===== src/shared/scsa_regs.svh =====
/*
  Constants of the serial management access block: frame fields, register
  offsets, flag bit positions and reset values.
  Assumes inclusion by bare name from the package; the design modules use its macros through it.
*/
// How it works
// Host opens each frame with at least 32 ones, then start pattern 01.
// Read frames carry opcode 10; no write opcode exists for table access.
// One table-select bit follows: 1 picks counter table, 0 picks EEPROM image.
// Host then shifts in a seven-bit target register address.
// After turnaround the device returns exactly 32 data bits per read.
// Counter data leaves most significant bit first, bit 31 down to bit 0.
// EEPROM reads build the 32-bit word from two adjacent EEPROM registers.
// Even address sends address+1 then address; odd sends address then address-1.
// Host supplies at least one serial clock during idle after each frame.
// Host holds select low for the whole frame; clock and data act like MDC/MDIO.
// Counter-clear frames carry opcode 01 after the same preamble and start.
// Clear frames carry a two-bit device address; act only on strap match.
// Clear-scope 1 clears all counters of a port; 0 clears one counter.
// After the scope bit the host sends a port number or counter index.
// Cable status holds a two-bit length and broken flag for ports 0 to 4.
// Receive packet or byte counter overflow sets a sticky flag, ports 0 to 5.
// Transmit packet or byte counter overflow sets a sticky flag, ports 0 to 5.
// Collision or error counter overflow sets a sticky flag, ports 0 to 5.
// Output data changes after the serial clock falls, sampled on next rise.
// Turnaround lasts two clocks; device drives only after it ends.
// Reserved bits read zero; all status and flag registers reset to zero.
`ifndef SCSA_REGS_SVH
`define SCSA_REGS_SVH

// Frame layout.
`define SCSA_PRE_MIN 6'h20
`define SCSA_OP_READ 2'h2
`define SCSA_OP_CLEAR 2'h1
`define SCSA_OP_LAST 6'h01
`define SCSA_RD_HDR_LAST 6'h07
`define SCSA_CLR_HDR_LAST 6'h09
`define SCSA_TA_LAST 6'h01
`define SCSA_DATA_BITS 6'h20

// Register offsets inside the counter table.
`define SCSA_OFS_CABLE 7'h03
`define SCSA_OFS_RX_OVF 7'h3a
`define SCSA_OFS_TX_OVF 7'h3b
`define SCSA_OFS_CE_OVF 7'h3c
`define SCSA_REG_RESET 32'h0000_0000

// Cable status: base bit of each port's length field, flag sits two above.
`define SCSA_CAB_P0 5'h00
`define SCSA_CAB_P1 5'h06
`define SCSA_CAB_P2 5'h0c
`define SCSA_CAB_P3 5'h12
`define SCSA_CAB_P4 5'h15
`define SCSA_CAB_FLAG_OFS 5'h02

// Overflow flags: low-group bit per port, high group sits nine above.
`define SCSA_OVF_P0 5'h00
`define SCSA_OVF_P1 5'h02
`define SCSA_OVF_P2 5'h04
`define SCSA_OVF_P3 5'h06
`define SCSA_OVF_P4 5'h07
`define SCSA_OVF_P5 5'h08
`define SCSA_OVF_HI_OFS 5'h09

`endif


===== src/shared/scsa_pkg.sv =====
/*
  Types of the serial management access block: frame states and the
  packed carriers for overflow events and clear requests.
  Assumes scsa_regs.svh is on the include path.
*/
package scsa_pkg;
  `include "scsa_regs.svh"

  typedef enum logic [2:0] {
    ST_PRE, ST_START, ST_OP, ST_HDR, ST_TA, ST_DATA
  } scsa_state_type;

  // One-cycle overflow pulses, one bit per port 0..5.
  typedef struct packed {
    logic [5:0] rx_pkt;
    logic [5:0] rx_byte;
    logic [5:0] tx_pkt;
    logic [5:0] tx_byte;
    logic [5:0] col;
    logic [5:0] err;
  } scsa_ovf_type;

  // Clear request toward the counter store.
  typedef struct packed {
    logic port;
    logic counter;
    logic [6:0] index;
  } scsa_clear_type;
endpackage : scsa_pkg


===== src/core/scsa_sync.sv =====
/*
  Two-flop synchroniser for a group of pin inputs.
  Assumes the inputs are asynchronous to CLK_I and change slowly.
*/
`timescale 1ns/1ps
module scsa_sync #(
  parameter int WIDTH = 1
) (
  // Clock and reset.
  input wire logic clk_i,
  input wire logic reset_i,
  // Pin side and synchronised side.
  input wire logic [WIDTH-1:0] async_i,
  output logic [WIDTH-1:0] sync_o
);
  logic [WIDTH-1:0] meta;

  // The first stage feeds only the second stage.
  always_ff @(posedge clk_i) begin
    if (reset_i) begin
      meta <= '0;
      sync_o <= '0;
    end else begin
      meta <= async_i;
      sync_o <= meta;
    end
  end
endmodule : scsa_sync


===== src/core/scsa_top.sv =====
/*
  Serial management access path: decodes read and counter-clear frames from
  the host, returns counter-table or EEPROM-image words, and holds the cable
  status and counter overflow flag registers.
  Assumes the counter store and EEPROM image answer reads combinationally on
  CLK_I, and that the serial clock is far slower than CLK_I.
*/
`timescale 1ns/1ps
module scsa_top
  import scsa_pkg::*;
(
  // System clock and reset.
  input wire logic CLK_I,
  input wire logic RESET_I,
  // Serial management pins.
  input wire logic SERIAL_MGMT_CLOCK_I,
  input wire logic SERIAL_MGMT_SELECT_N_I,
  input wire logic SERIAL_MGMT_DATA_I,
  output logic SERIAL_MGMT_DATA_O,
  output logic SERIAL_MGMT_DATA_OE_O,
  input wire logic [1:0] CHIP_PHYS_ADDR_STRAP_I,
  // Counter table read port.
  output logic [6:0] CNT_RD_ADDR_O,
  input wire logic [31:0] CNT_RD_DATA_I,
  // EEPROM image read ports, high half and low half of the word.
  output logic [6:0] EE_HI_ADDR_O,
  input wire logic [15:0] EE_HI_DATA_I,
  output logic [6:0] EE_LO_ADDR_O,
  input wire logic [15:0] EE_LO_DATA_I,
  // Status sources from the port logic.
  input wire logic [9:0] CABLE_FAULT_LEN_I,
  input wire logic [4:0] CABLE_BROKEN_I,
  input wire scsa_ovf_type OVF_EVENT_I,
  // Clear requests toward the counter store.
  output scsa_clear_type CLEAR_O
);

  // Base bit of a port's cable field.
  function automatic logic [4:0] cab_base(input int unsigned p);
    unique case (p)
      0: cab_base = `SCSA_CAB_P0;
      1: cab_base = `SCSA_CAB_P1;
      2: cab_base = `SCSA_CAB_P2;
      3: cab_base = `SCSA_CAB_P3;
      default: cab_base = `SCSA_CAB_P4;
    endcase
  endfunction : cab_base

  // Low-group flag bit of a port in the overflow registers.
  function automatic logic [4:0] ovf_pos(input logic [2:0] p);
    unique case (p)
      3'h0: ovf_pos = `SCSA_OVF_P0;
      3'h1: ovf_pos = `SCSA_OVF_P1;
      3'h2: ovf_pos = `SCSA_OVF_P2;
      3'h3: ovf_pos = `SCSA_OVF_P3;
      3'h4: ovf_pos = `SCSA_OVF_P4;
      default: ovf_pos = `SCSA_OVF_P5;
    endcase
  endfunction : ovf_pos

  // Sticky set pattern for a pair of event groups.
  function automatic logic [31:0] ovf_set(input logic [5:0] lo, input logic [5:0] hi);
    logic [31:0] v;
    v = `SCSA_REG_RESET;
    for (int p = 0; p < 6; p++) begin
      v[ovf_pos(3'(p))] = lo[p];
      v[ovf_pos(3'(p)) + `SCSA_OVF_HI_OFS] = hi[p];
    end
    return v;
  endfunction : ovf_set

  // Both flag bits that belong to one port; ports above 5 match none.
  function automatic logic [31:0] port_mask(input logic [6:0] port);
    logic [31:0] v;
    v = `SCSA_REG_RESET;
    if (port < 7'h06) begin
      v[ovf_pos(port[2:0])] = 1'b1;
      v[ovf_pos(port[2:0]) + `SCSA_OVF_HI_OFS] = 1'b1;
    end
    return v;
  endfunction : port_mask

  // Pin synchronisation.
  logic [4:0] pins_sync;
  scsa_sync #(.WIDTH(5)) u_sync (
    .clk_i(CLK_I),
    .reset_i(RESET_I),
    .async_i({CHIP_PHYS_ADDR_STRAP_I, SERIAL_MGMT_SELECT_N_I, SERIAL_MGMT_DATA_I,
              SERIAL_MGMT_CLOCK_I}),
    .sync_o(pins_sync)
  );

  wire s_clk = pins_sync[0];
  wire s_dat = pins_sync[1];
  wire s_sel_n = pins_sync[2];
  wire [1:0] s_strap = pins_sync[4:3];

  // Frame state.
  scsa_state_type state;
  logic clk_prev;
  logic [5:0] ones;
  logic [5:0] bitcnt;
  logic [9:0] hdr;
  logic [1:0] opcode;
  logic tsel;
  logic [6:0] addr;
  logic [31:0] shreg;

  // Status registers.
  logic [31:0] cable_fault_status;
  logic [31:0] receive_counter_overflow_flags;
  logic [31:0] transmit_counter_overflow_flags;
  logic [31:0] collision_error_overflow_flags;

  // Serial clock edges; data is sampled on the rise and driven on the fall.
  wire rise = s_clk & ~clk_prev;
  wire fall = ~s_clk & clk_prev;
  wire [9:0] next_hdr = {hdr[8:0], s_dat};
  wire op_read = next_hdr[1:0] == `SCSA_OP_READ;
  wire op_clear = next_hdr[1:0] == `SCSA_OP_CLEAR;
  wire hdr_done = (opcode == `SCSA_OP_READ) ? (bitcnt == `SCSA_RD_HDR_LAST)
                                            : (bitcnt == `SCSA_CLR_HDR_LAST);
  wire clr_hit = next_hdr[9:8] == s_strap;
  wire clr_fire = rise && state == ST_HDR && hdr_done && opcode == `SCSA_OP_CLEAR && clr_hit;

  // Counter-table word: the four local registers overlay the external store.
  wire [31:0] cnt_word = (addr == `SCSA_OFS_CABLE) ? cable_fault_status :
                         (addr == `SCSA_OFS_RX_OVF) ? receive_counter_overflow_flags :
                         (addr == `SCSA_OFS_TX_OVF) ? transmit_counter_overflow_flags :
                         (addr == `SCSA_OFS_CE_OVF) ? collision_error_overflow_flags :
                         CNT_RD_DATA_I;
  // EEPROM word: odd register of the pair in the high half, sent first.
  wire [31:0] ee_word = {EE_HI_DATA_I, EE_LO_DATA_I};
  wire [31:0] rd_word = tsel ? cnt_word : ee_word;

  // Cable status: plain mirror of the port logic, reserved bits zero.
  logic [31:0] next_cable;
  always_comb begin
    next_cable = `SCSA_REG_RESET;
    for (int p = 0; p < 5; p++) begin
      next_cable[cab_base(p) +: 2] = CABLE_FAULT_LEN_I[2*p +: 2];
      next_cable[cab_base(p) + `SCSA_CAB_FLAG_OFS] = CABLE_BROKEN_I[p];
    end
  end

  // Overflow flags: an event in the cycle of a port clear keeps its flag set.
  wire [31:0] clr_mask = (clr_fire && next_hdr[7]) ? port_mask(next_hdr[6:0]) : '0;
  wire [31:0] next_rx = (receive_counter_overflow_flags & ~clr_mask) |
                        ovf_set(OVF_EVENT_I.rx_pkt, OVF_EVENT_I.rx_byte);
  wire [31:0] next_tx = (transmit_counter_overflow_flags & ~clr_mask) |
                        ovf_set(OVF_EVENT_I.tx_pkt, OVF_EVENT_I.tx_byte);
  wire [31:0] next_ce = (collision_error_overflow_flags & ~clr_mask) |
                        ovf_set(OVF_EVENT_I.col, OVF_EVENT_I.err);

  // Status register update.
  always_ff @(posedge CLK_I) begin
    if (RESET_I) begin
      cable_fault_status <= `SCSA_REG_RESET;
      receive_counter_overflow_flags <= `SCSA_REG_RESET;
      transmit_counter_overflow_flags <= `SCSA_REG_RESET;
      collision_error_overflow_flags <= `SCSA_REG_RESET;
    end else begin
      cable_fault_status <= next_cable;
      receive_counter_overflow_flags <= next_rx;
      transmit_counter_overflow_flags <= next_tx;
      collision_error_overflow_flags <= next_ce;
    end
  end

  // Clear request pulses, one CLK_I cycle each.
  always_ff @(posedge CLK_I) begin
    if (RESET_I) begin
      CLEAR_O <= '0;
    end else begin
      CLEAR_O.port <= clr_fire & next_hdr[7];
      CLEAR_O.counter <= clr_fire & ~next_hdr[7];
      if (clr_fire) begin
        CLEAR_O.index <= next_hdr[6:0];
      end
    end
  end

  // Frame decoder and serial answer. Deasserting select aborts any frame except a clear whose last header rise
  // lands in the same cycle, and releases the data line at once, so a host that gives up never collides.
  always_ff @(posedge CLK_I) begin
    if (RESET_I || s_sel_n) begin
      state <= ST_PRE;
      clk_prev <= s_clk & ~RESET_I;
      ones <= '0;
      bitcnt <= '0;
      hdr <= '0;
      opcode <= '0;
      SERIAL_MGMT_DATA_OE_O <= 1'b0;
      SERIAL_MGMT_DATA_O <= 1'b0;
      if (RESET_I) begin
        tsel <= 1'b0;
        addr <= '0;
        shreg <= '0;
        CNT_RD_ADDR_O <= '0;
        EE_HI_ADDR_O <= '0;
        EE_LO_ADDR_O <= '0;
      end
    end else begin
      clk_prev <= s_clk;
      unique case (state)
        ST_PRE: if (rise) begin
          if (s_dat) begin
            ones <= (ones == `SCSA_PRE_MIN) ? ones : ones + 6'h01;
          end else if (ones == `SCSA_PRE_MIN) begin
            state <= ST_START;
          end else begin
            ones <= '0;
          end
        end
        ST_START: if (rise) begin
          ones <= '0;
          bitcnt <= '0;
          hdr <= '0;
          state <= s_dat ? ST_OP : ST_PRE;
        end
        ST_OP: if (rise) begin
          hdr <= next_hdr;
          bitcnt <= bitcnt + 6'h01;
          if (bitcnt == `SCSA_OP_LAST) begin
            opcode <= next_hdr[1:0];
            bitcnt <= '0;
            state <= (op_read || op_clear) ? ST_HDR : ST_PRE;
          end
        end
        ST_HDR: if (rise) begin
          hdr <= next_hdr;
          bitcnt <= bitcnt + 6'h01;
          if (hdr_done) begin
            bitcnt <= '0;
            if (opcode == `SCSA_OP_READ) begin
              tsel <= next_hdr[7];
              addr <= next_hdr[6:0];
              CNT_RD_ADDR_O <= next_hdr[6:0];
              EE_HI_ADDR_O <= next_hdr[6:0] | 7'h01;
              EE_LO_ADDR_O <= next_hdr[6:0] & 7'h7e;
              state <= ST_TA;
            end else begin
              state <= ST_PRE;
            end
          end
        end
        ST_TA: if (rise) begin
          bitcnt <= bitcnt + 6'h01;
          if (bitcnt == `SCSA_TA_LAST) begin
            bitcnt <= '0;
            state <= ST_DATA;
          end
        end
        ST_DATA: if (fall) begin
          bitcnt <= bitcnt + 6'h01;
          if (bitcnt == '0) begin
            SERIAL_MGMT_DATA_O <= rd_word[31];
            shreg <= {rd_word[30:0], 1'b0};
            SERIAL_MGMT_DATA_OE_O <= 1'b1;
          end else if (bitcnt == `SCSA_DATA_BITS) begin
            SERIAL_MGMT_DATA_OE_O <= 1'b0;
            SERIAL_MGMT_DATA_O <= 1'b0;
            bitcnt <= '0;
            state <= ST_PRE;
          end else begin
            SERIAL_MGMT_DATA_O <= shreg[31];
            shreg <= {shreg[30:0], 1'b0};
          end
        end
      endcase
    end
  end

endmodule : scsa_top


===== config.mk =====
export PLATFORM = sky130hd
export DESIGN_NAME = scsa_top
export DESIGN_NICKNAME = d
export VERILOG_FILES = /design/src/shared/scsa_pkg.sv /design/src/core/scsa_sync.sv /design/src/core/scsa_top.sv
export VERILOG_INCLUDE_DIRS = /design/src /design/src/shared
export SDC_FILE = /design/constraint.sdc
export NUM_CORES = 1
export LEC_CHECK = 0
export BUFFER_PORTS_ARGS = -buffer_cell sky130_fd_sc_hd__buf_2
export CELL_PAD_IN_SITES_DETAIL_PLACEMENT = 1
export CELL_PAD_IN_SITES_GLOBAL_PLACEMENT = 2
export CORE_MARGIN = 10
export CORE_UTILIZATION = 35
export DETAILED_ROUTE_END_ITERATION = 6
export PLACE_DENSITY = 0.8
export SETUP_SLACK_MARGIN = 0.15
export SYNTH_ARGS = -nofsm -noshare
export SYNTH_HDL_FRONTEND = slang
export SYNTH_SLANG_ARGS = --single-unit

===== constraint.sdc =====
create_clock -name CLK_I -period 3.9 [get_ports CLK_I]
set_clock_uncertainty 0.1 [all_clocks]
set_input_delay 0.585 -clock CLK_I [delete_from_list [all_inputs] [get_ports CLK_I]]
set_output_delay 0.585 -clock CLK_I [all_outputs]
set_load 0.01 [all_outputs]

==> results of run 1 <==
## power breakdown
group / total, W / switching (W) / internal (W)
combinational: 0.000333 / 0.000195 / 0.000138
sequential: 0.00220 / 0.0000328 / 0.00217
clock: 0.00170 / 0.000822 / 0.000875
## cell type report
class | count | area, um2 | share of cell area
Multi-Input combinational cell | 656 | 4240 | 0.401
Sequential cell | 199 | 4380 | 0.415
Clock inverter | 10 | 67.6 | 0.00640
Timing Repair Buffer | 169 | 891 | 0.0844
Clock buffer | 22 | 475 | 0.0451
Inverter | 21 | 78.8 | 0.00747
Tap cell | 330 | 413 | 0.0391
Antenna cell | 3 | 7.51 | 0.000711
## cells by family (layout without fill, tap and decap cells)
family | Yosys count | after routing | synth area share
muxes | 26 | 26 | 0.0288
buffers and inverters | 98 | 222 | 0.0518
AOI/OAI and AO/OA | 286 | 286 | 0.210
xor gates and xnor gates | 8 | 8 | 0.00771
and+or+nand+nor | 323 | 323 | 0.202
other | 1 | 4 | 0.000413
DFF | 199 | 199 | 0.482
adders and majority gates | 12 | 12 | 0.0165
## routing by layer
metal | GRT usage | routed length, um
met1 | 0.206 | 12900
met2 | 0.306 | 14800
met3 | 0.0380 | 1160
met4 | 0.0433 | 345
met5 | 0 | 0
## synth_stat cells (2+ instances only)
| cell type | count |
|---|---|
| a211oi_1 | 49 |
| clkbuf_1 | 36 |
| o22a_1 | 15 |
| a32o_1 | 2 |
| a31oi_1 | 4 |
| nand4_1 | 5 |
| nor3b_1 | 13 |
| o22ai_1 | 8 |
| buf_4 | 19 |
| a31o_1 | 5 |
| o21ai_0 | 56 |
| nand2b_1 | 7 |
| a22oi_1 | 4 |
| xnor2_1 | 4 |
| a21oi_1 | 81 |
| or2_2 | 3 |
| inv_1 | 20 |
| and2_1 | 34 |
| xor2_1 | 4 |
| ha_1 | 12 |
| buf_1 | 2 |
| buf_2 | 19 |
| a22o_1 | 2 |
| nor4b_4 | 2 |
| mux2i_1 | 25 |
| o221ai_1 | 14 |
| edfxtp_1 | 40 |
| a31o_2 | 10 |
| nor2_1 | 71 |
| nand3_1 | 8 |
| nor4_1 | 2 |
| nor3_1 | 12 |
| o211ai_1 | 4 |
| a21o_1 | 2 |
| nand3b_4 | 2 |
| nor2b_1 | 87 |
| and3_1 | 4 |
| o21a_1 | 2 |
| dfxtp_1 | 159 |
| a311oi_1 | 14 |
| or3_1 | 2 |
| and3b_1 | 2 |
| nand2_1 | 55 |
## path summary, 6_finish.rpt
path | to | slack [ns] | cells past startpoint
worst min-delay path | cable_fault_status[8]$_SDFF_PP0_ | 0.25 | 2
worst min register to register | u_sync.sync_o[2]$_SDFF_PP0_ | 0.34 | 1
worst max-delay path | transmit_counter_overflow_flags[0]$_SDFF_PP0_ | 0.81 | 11
worst max register to register | transmit_counter_overflow_flags[0]$_SDFF_PP0_ | 0.81 | 11
## sequential cells by signal, summed over array words and instances (netlist names), 2 cells and up
register                         cells
CNT_RD_ADDR_O                        6
state                                3
receive_counter_overflow_flags      32
ones                                 6
bitcnt                               6
hdr                                  9
u_sync.meta                          5
EE_HI_ADDR_O                         2
shreg                               31
u_sync.sync_o                        5
transmit_counter_overflow_flags     32
cable_fault_status                  15
opcode                               2
collision_error_overflow_flags      32
CLEAR_O                              9
## worst max-delay path: stages, from the launching register on
cell and delay (ns):
dfxtp_1 0.49, inv_1 0.21, ha_1 0.26, o21ba_2 0.29, nor3_1 0.41, ha_1 0.36
nor2b_1 0.26, nand2_1 0.09, o31ai_1 0.08, a31oi_1 0.18, nand2_1 0.12, o21ai_0 0.08
## metrics by stage
| stage | setup WS [ns] | instance area [um2] | power [W] |
|---|---|---|---|
| floorplan | 0.857 | 9090 | 0.00243 |
| global route | 0.524 | 10500 | 0.00440 |
| CTS | 0.825 | 10500 | 0.00428 |
| global placement | 0.990 | 10000 | 0.00258 |
| finish | 0.805 | 10600 | 0.00423 |
| detailed placement | 0.884 | 10000 | 0.00258 |
## layout by cell type (no fill, tap or decap), drive strengths merged, types with 3 or more instances in the layout
cell,n
o22a,15
a31o,15
nand2,56
dfxtp,159
clkbuf,22
nor2,72
and3,4
o211ai,4
a31oi,5
xnor2,4
diode,3
nand3,9
edfxtp,40
nor4b,3
a311oi,14
or2,3
mux2i,25
nand2b,7
inv,24
nor4,4
a21oi,81
nor2b,87
nor3b,15
nor3,12
nand3b,3
o21ai,58
ha,12
o221ai,14
buf,169
and2,34
nand4,6
clkinv,5
a22oi,4
xor2,4
a211oi,49
o22ai,8
==> results.ini, run 1 <==
[outcome]
outcome = finished, final reports clean

[worst_setup_path]
worstPathArrival_ns = 3.28
end_kind = register
r2r-start = u_sync.sync_o[1]$_SDFF_PP0_
start_kind = register
cp_max_fo = 9
crit_type = reg2reg
cp.required_ns = 4.08
startpoint = u_sync.sync_o[1]$_SDFF_PP0_

[placement]
post-dp-hpwl_mm = 21.4
placed_cells = 1375
gp_congestion = 0.800
io_buffers = 152

[clock_network]
cts_sinks = 199
clkLatencyLatePin_ns = 0.44
clk_transition_reported_paths_ns = 0.07
root_buffer = clkbuf_16
cts_tree = built
cts_buffers = 17
htree_num_levels = 4
clock_path_buffers = 2
cts_setup_buffers = 0
cts_resized = 0
cts_hold_buf = 0

[logic_synthesis]
synth_seq_cells = 199
ys_top_cells_by_area = dfxtp_1 (35%), edfxtp_1 (13%), nor2b_1 (6.0%)
ys_types = 75
synth_edf_count = 40
yosys.area.top_type = dfxtp_1
async_reset_ff_frac = 0
yosysSeqAreaShare = 0.482
synthCells = 953
synth.net_count = 1087
syn_avg_cell_area_um2 = 9.54
yosys.area.top_type_share = 0.350
synthFlopType = dfxtp_1
syn_area_mm2 = 0.00909
yosysWarningCount = 0

[pwr]
irDropWorstVdd_mv = 0.207
power_per_cell_area_mw_per_mm2 = 401
p_leak_nw = 4.26

[finish]
fillers = 2942
instances_no_fill = 1410
nNetsFinal = 1198
drive_above_1_share = 0.214
fin_util = 0.416
area_delta_synth_final_pct = 16.1

[detailed_routing]
routed_wl_mm = 29.1
vias = 7490
dr.pass1.iters = 4
drtIter0Drc = 568
wire_per_inst_um = 20.7
post_drt_via_cell_ratio = 5.31
antenna_left = 0
post-route-drc-count = 0

[timing]
rsz0062_at_grt = no
max_freq_mhz = 323
slew_viol_final = 0
fin_crit_sh = 0.794
tightest_slew_ns = 1.19
holdWs_ns = 0.246
hold_viol_final = 0
setup_tns_ns = 0
relSlewSlack = 0.209
finalSetupViolCount = 0
fin_crit_ns = 3.09

[global_route]
antenna_found_initial = 2
grt_max_degree = 92
grt_pass1_vias = 7938
grt_pass1_wl_mm = 45.0
grt-ovfl-total = 0
track_usage = 0.173

[floorplanning]
core_mm2 = 0.0254
dieArea_mm2 = 0.0328
std_cell_rows = 58
start_util = 0.358
io_pins = 154
die_h_um = 181
die_x_um = 181

[hold_path]
hp-start = CABLE_BROKEN_I[1]
min_path_type = in2reg

[flow_run]
maxCapViolCount = 0

No activity file was read; power rests on OpenSTA's default activity.
==> inputs of run 2 (changes only) <==
- clock period: 3.9 -> 3.16 ns (I/O delays scaled with it)
==> results.ini, run 2 (synthesized netlist as in run 1, its figures left out) <==
[hold_path]
min_path_type = in2reg
holdPathStages = 3
hold_path_end = transmit_counter_overflow_flags[16]$_SDFF_PP0_
hp-start = OVF_EVENT_I[16]

[finish]
fillers = 2938
seq_area_mm2 = 0.00438
multi_input_area_mm2 = 0.00424
drive_above_1_share = 0.228
nNetsFinal = 1214
fin_util = 0.423
mostFrequentLayoutCells = dfxtp_1 (159), buf_2 (151), nor2b_1 (87)
top_regs = collision_error_overflow_flags: 32 flops, receive_counter_overflow_flags: 32 flops, transmit_counter_overflow_flags: 32 flops
final_common_cell = dfxtp_1
area_delta_synth_final_pct = 18.2

[detailed_routing]
drtIter0Drc = 516
dr.pass1.iters = 5
post-route-drc-count = 0
post_drt_via_cell_ratio = 5.30
wire_per_inst_um = 20.7
vias = 7550
routed_wl_mm = 29.6
antenna_left = 0

[clock_network]
clkLatencyLatePin_ns = 0.43
htree_num_levels = 4
cts_tree = built
root_buffer = clkbuf_16
cts_sinks = 199
cts_setup_buffers = 0
clock_path_buffers = 2
cts_buffers = 17
clk_transition_reported_paths_ns = 0.08
cts_hold_buf = 0

[global_route]
grt_pass1_vias = 7966
antenna_found_initial = 2
grt-ovfl-total = 0
track_usage = 0.175
met2_usage = 0.309
use_met1 = 0.204
grt_max_degree = 61
grtUsageMet3 = 0.0362
grt_busiest_layer = met2
grt_pass1_wl_mm = 45.3

[timing]
finalSetupViolCount = 0
fin_crit_sh = 0.853
rsz0062_at_grt = no
worst_slack_ns = 0.465
relSlewSlack = 0.405
max_freq_mhz = 371
hold_viol_final = 0
tightest_slew_ns = 0.890
setup_tns_ns = 0
slew_viol_final = 0
fin_crit_ns = 2.70

[placement]
io_buffers = 152
gp_congestion = 0.841
post-place-ws_ns = 0.394
post-dp-hpwl_mm = 22.1

[worst_setup_path]
r2r_cells = 11
r2r-start = u_sync.sync_o[1]$_SDFF_PP0_
cp.required_ns = 3.34
r2r_end = collision_error_overflow_flags[0]$_SDFF_PP0_
start_kind = register
reg2reg_slack_ns = 0.46
crit_type = reg2reg
end_kind = register
cp_max_fo = 7
worstPathArrival_ns = 2.88

[floorplanning]
dieArea_mm2 = 0.0328
std_cell_rows = 58
core_mm2 = 0.0254
io_pins = 154
die_h_um = 181
die_x_um = 181
start_util = 0.358

[pwr]
p_leak_nw = 4.38
power_per_cell_area_mw_per_mm2 = 499
irDropWorstVdd_mv = 0.379

[outcome]
outcome = finished, final reports clean

[flow_run]
maxCapViolCount = 0

-- run 2: changes by cell type in the layout (fill, tap and decap cells not counted), moves of 2 or more --
cell,before,now
buf_4,18,33
inv_4,1,3
clkbuf_1,3,1
inv_8,0,3
clkinv_2,4,1
clkinvlp_4,2,0
-- run 2: stage by stage --
stage          hold slack [ns]  power (W)  cell area, um2  instances
6_report                 0.139    0.00537           10700       1425
5_1_grt                  0.129    0.00557           10700       1423
4_1_cts                  0.124    0.00543           10700       1423
3_5_place_dp             0.332    0.00320           10100       1391
3_3_place_gp             0.327    0.00319           10100       1391
2_1_floorplan            0.314    0.00300            9090        953
-- run 2: power breakdown --
group          switching [W]  internal, W
Sequential         0.0000451      0.00267
Clock                0.00104      0.00119
Combinational       0.000240     0.000177
-- run 2: layer usage --
layer | vias to the layer above | part of all wire
li1 | 3686 | -
met1 | 3687 | 0.43
met2 | 151 | 0.51
met3 | 26 | 0.042
met4 | 0 | 0.021
met5 | - | 0
-- run 2: critical path: stages (launching register included) --
cell and delay (ns):
dfxtp_1 0.46, inv_1 0.18, ha_1 0.25, o21ba_2 0.21, nor3_2 0.25, ha_1 0.33, nor2b_1 0.25, nand2_1 0.09
o31ai_1 0.08, a31oi_1 0.16, nand2_1 0.12, o21ai_0 0.08
-- run 2: worst max path at each step --
stage	from	to	slack, ns
detailed placement	u_sync.sync_o[1]$_SDFF_PP0_	collision_error_overflow_flags[0]$_SDFF_PP0_	0.39
global placement	u_sync.sync_o[1]$_SDFF_PP0_	receive_counter_overflow_flags[0]$_SDFF_PP0_	0.50
CTS	u_sync.sync_o[1]$_SDFF_PP0_	collision_error_overflow_flags[0]$_SDFF_PP0_	0.37
finish	u_sync.sync_o[1]$_SDFF_PP0_	collision_error_overflow_flags[0]$_SDFF_PP0_	0.46
global route	u_sync.sync_o[1]$_SDFF_PP0_	collision_error_overflow_flags[0]$_SDFF_PP0_	0.16
floorplan	u_sync.sync_o[1]$_SDFF_PP0_	collision_error_overflow_flags[0]$_SDFF_PP0_	0.59
-- run 2: what timing repair did --
action / CTS / global route
hold endpoints to repair: 0 / 0
endpoints found under the setup margin: 0 / 3
resized for setup: 0 / 1
-- run 2: layout make-up --
type                    count  share of cell area
inverters                  21             0.00734
clock buffers              20              0.0436
well taps                 330              0.0384
flip-flops and latches    199               0.408
diodes                      2            0.000466
clock inverters            12              0.0121
multi-input cells         656               0.395
repair buffers            185              0.0953
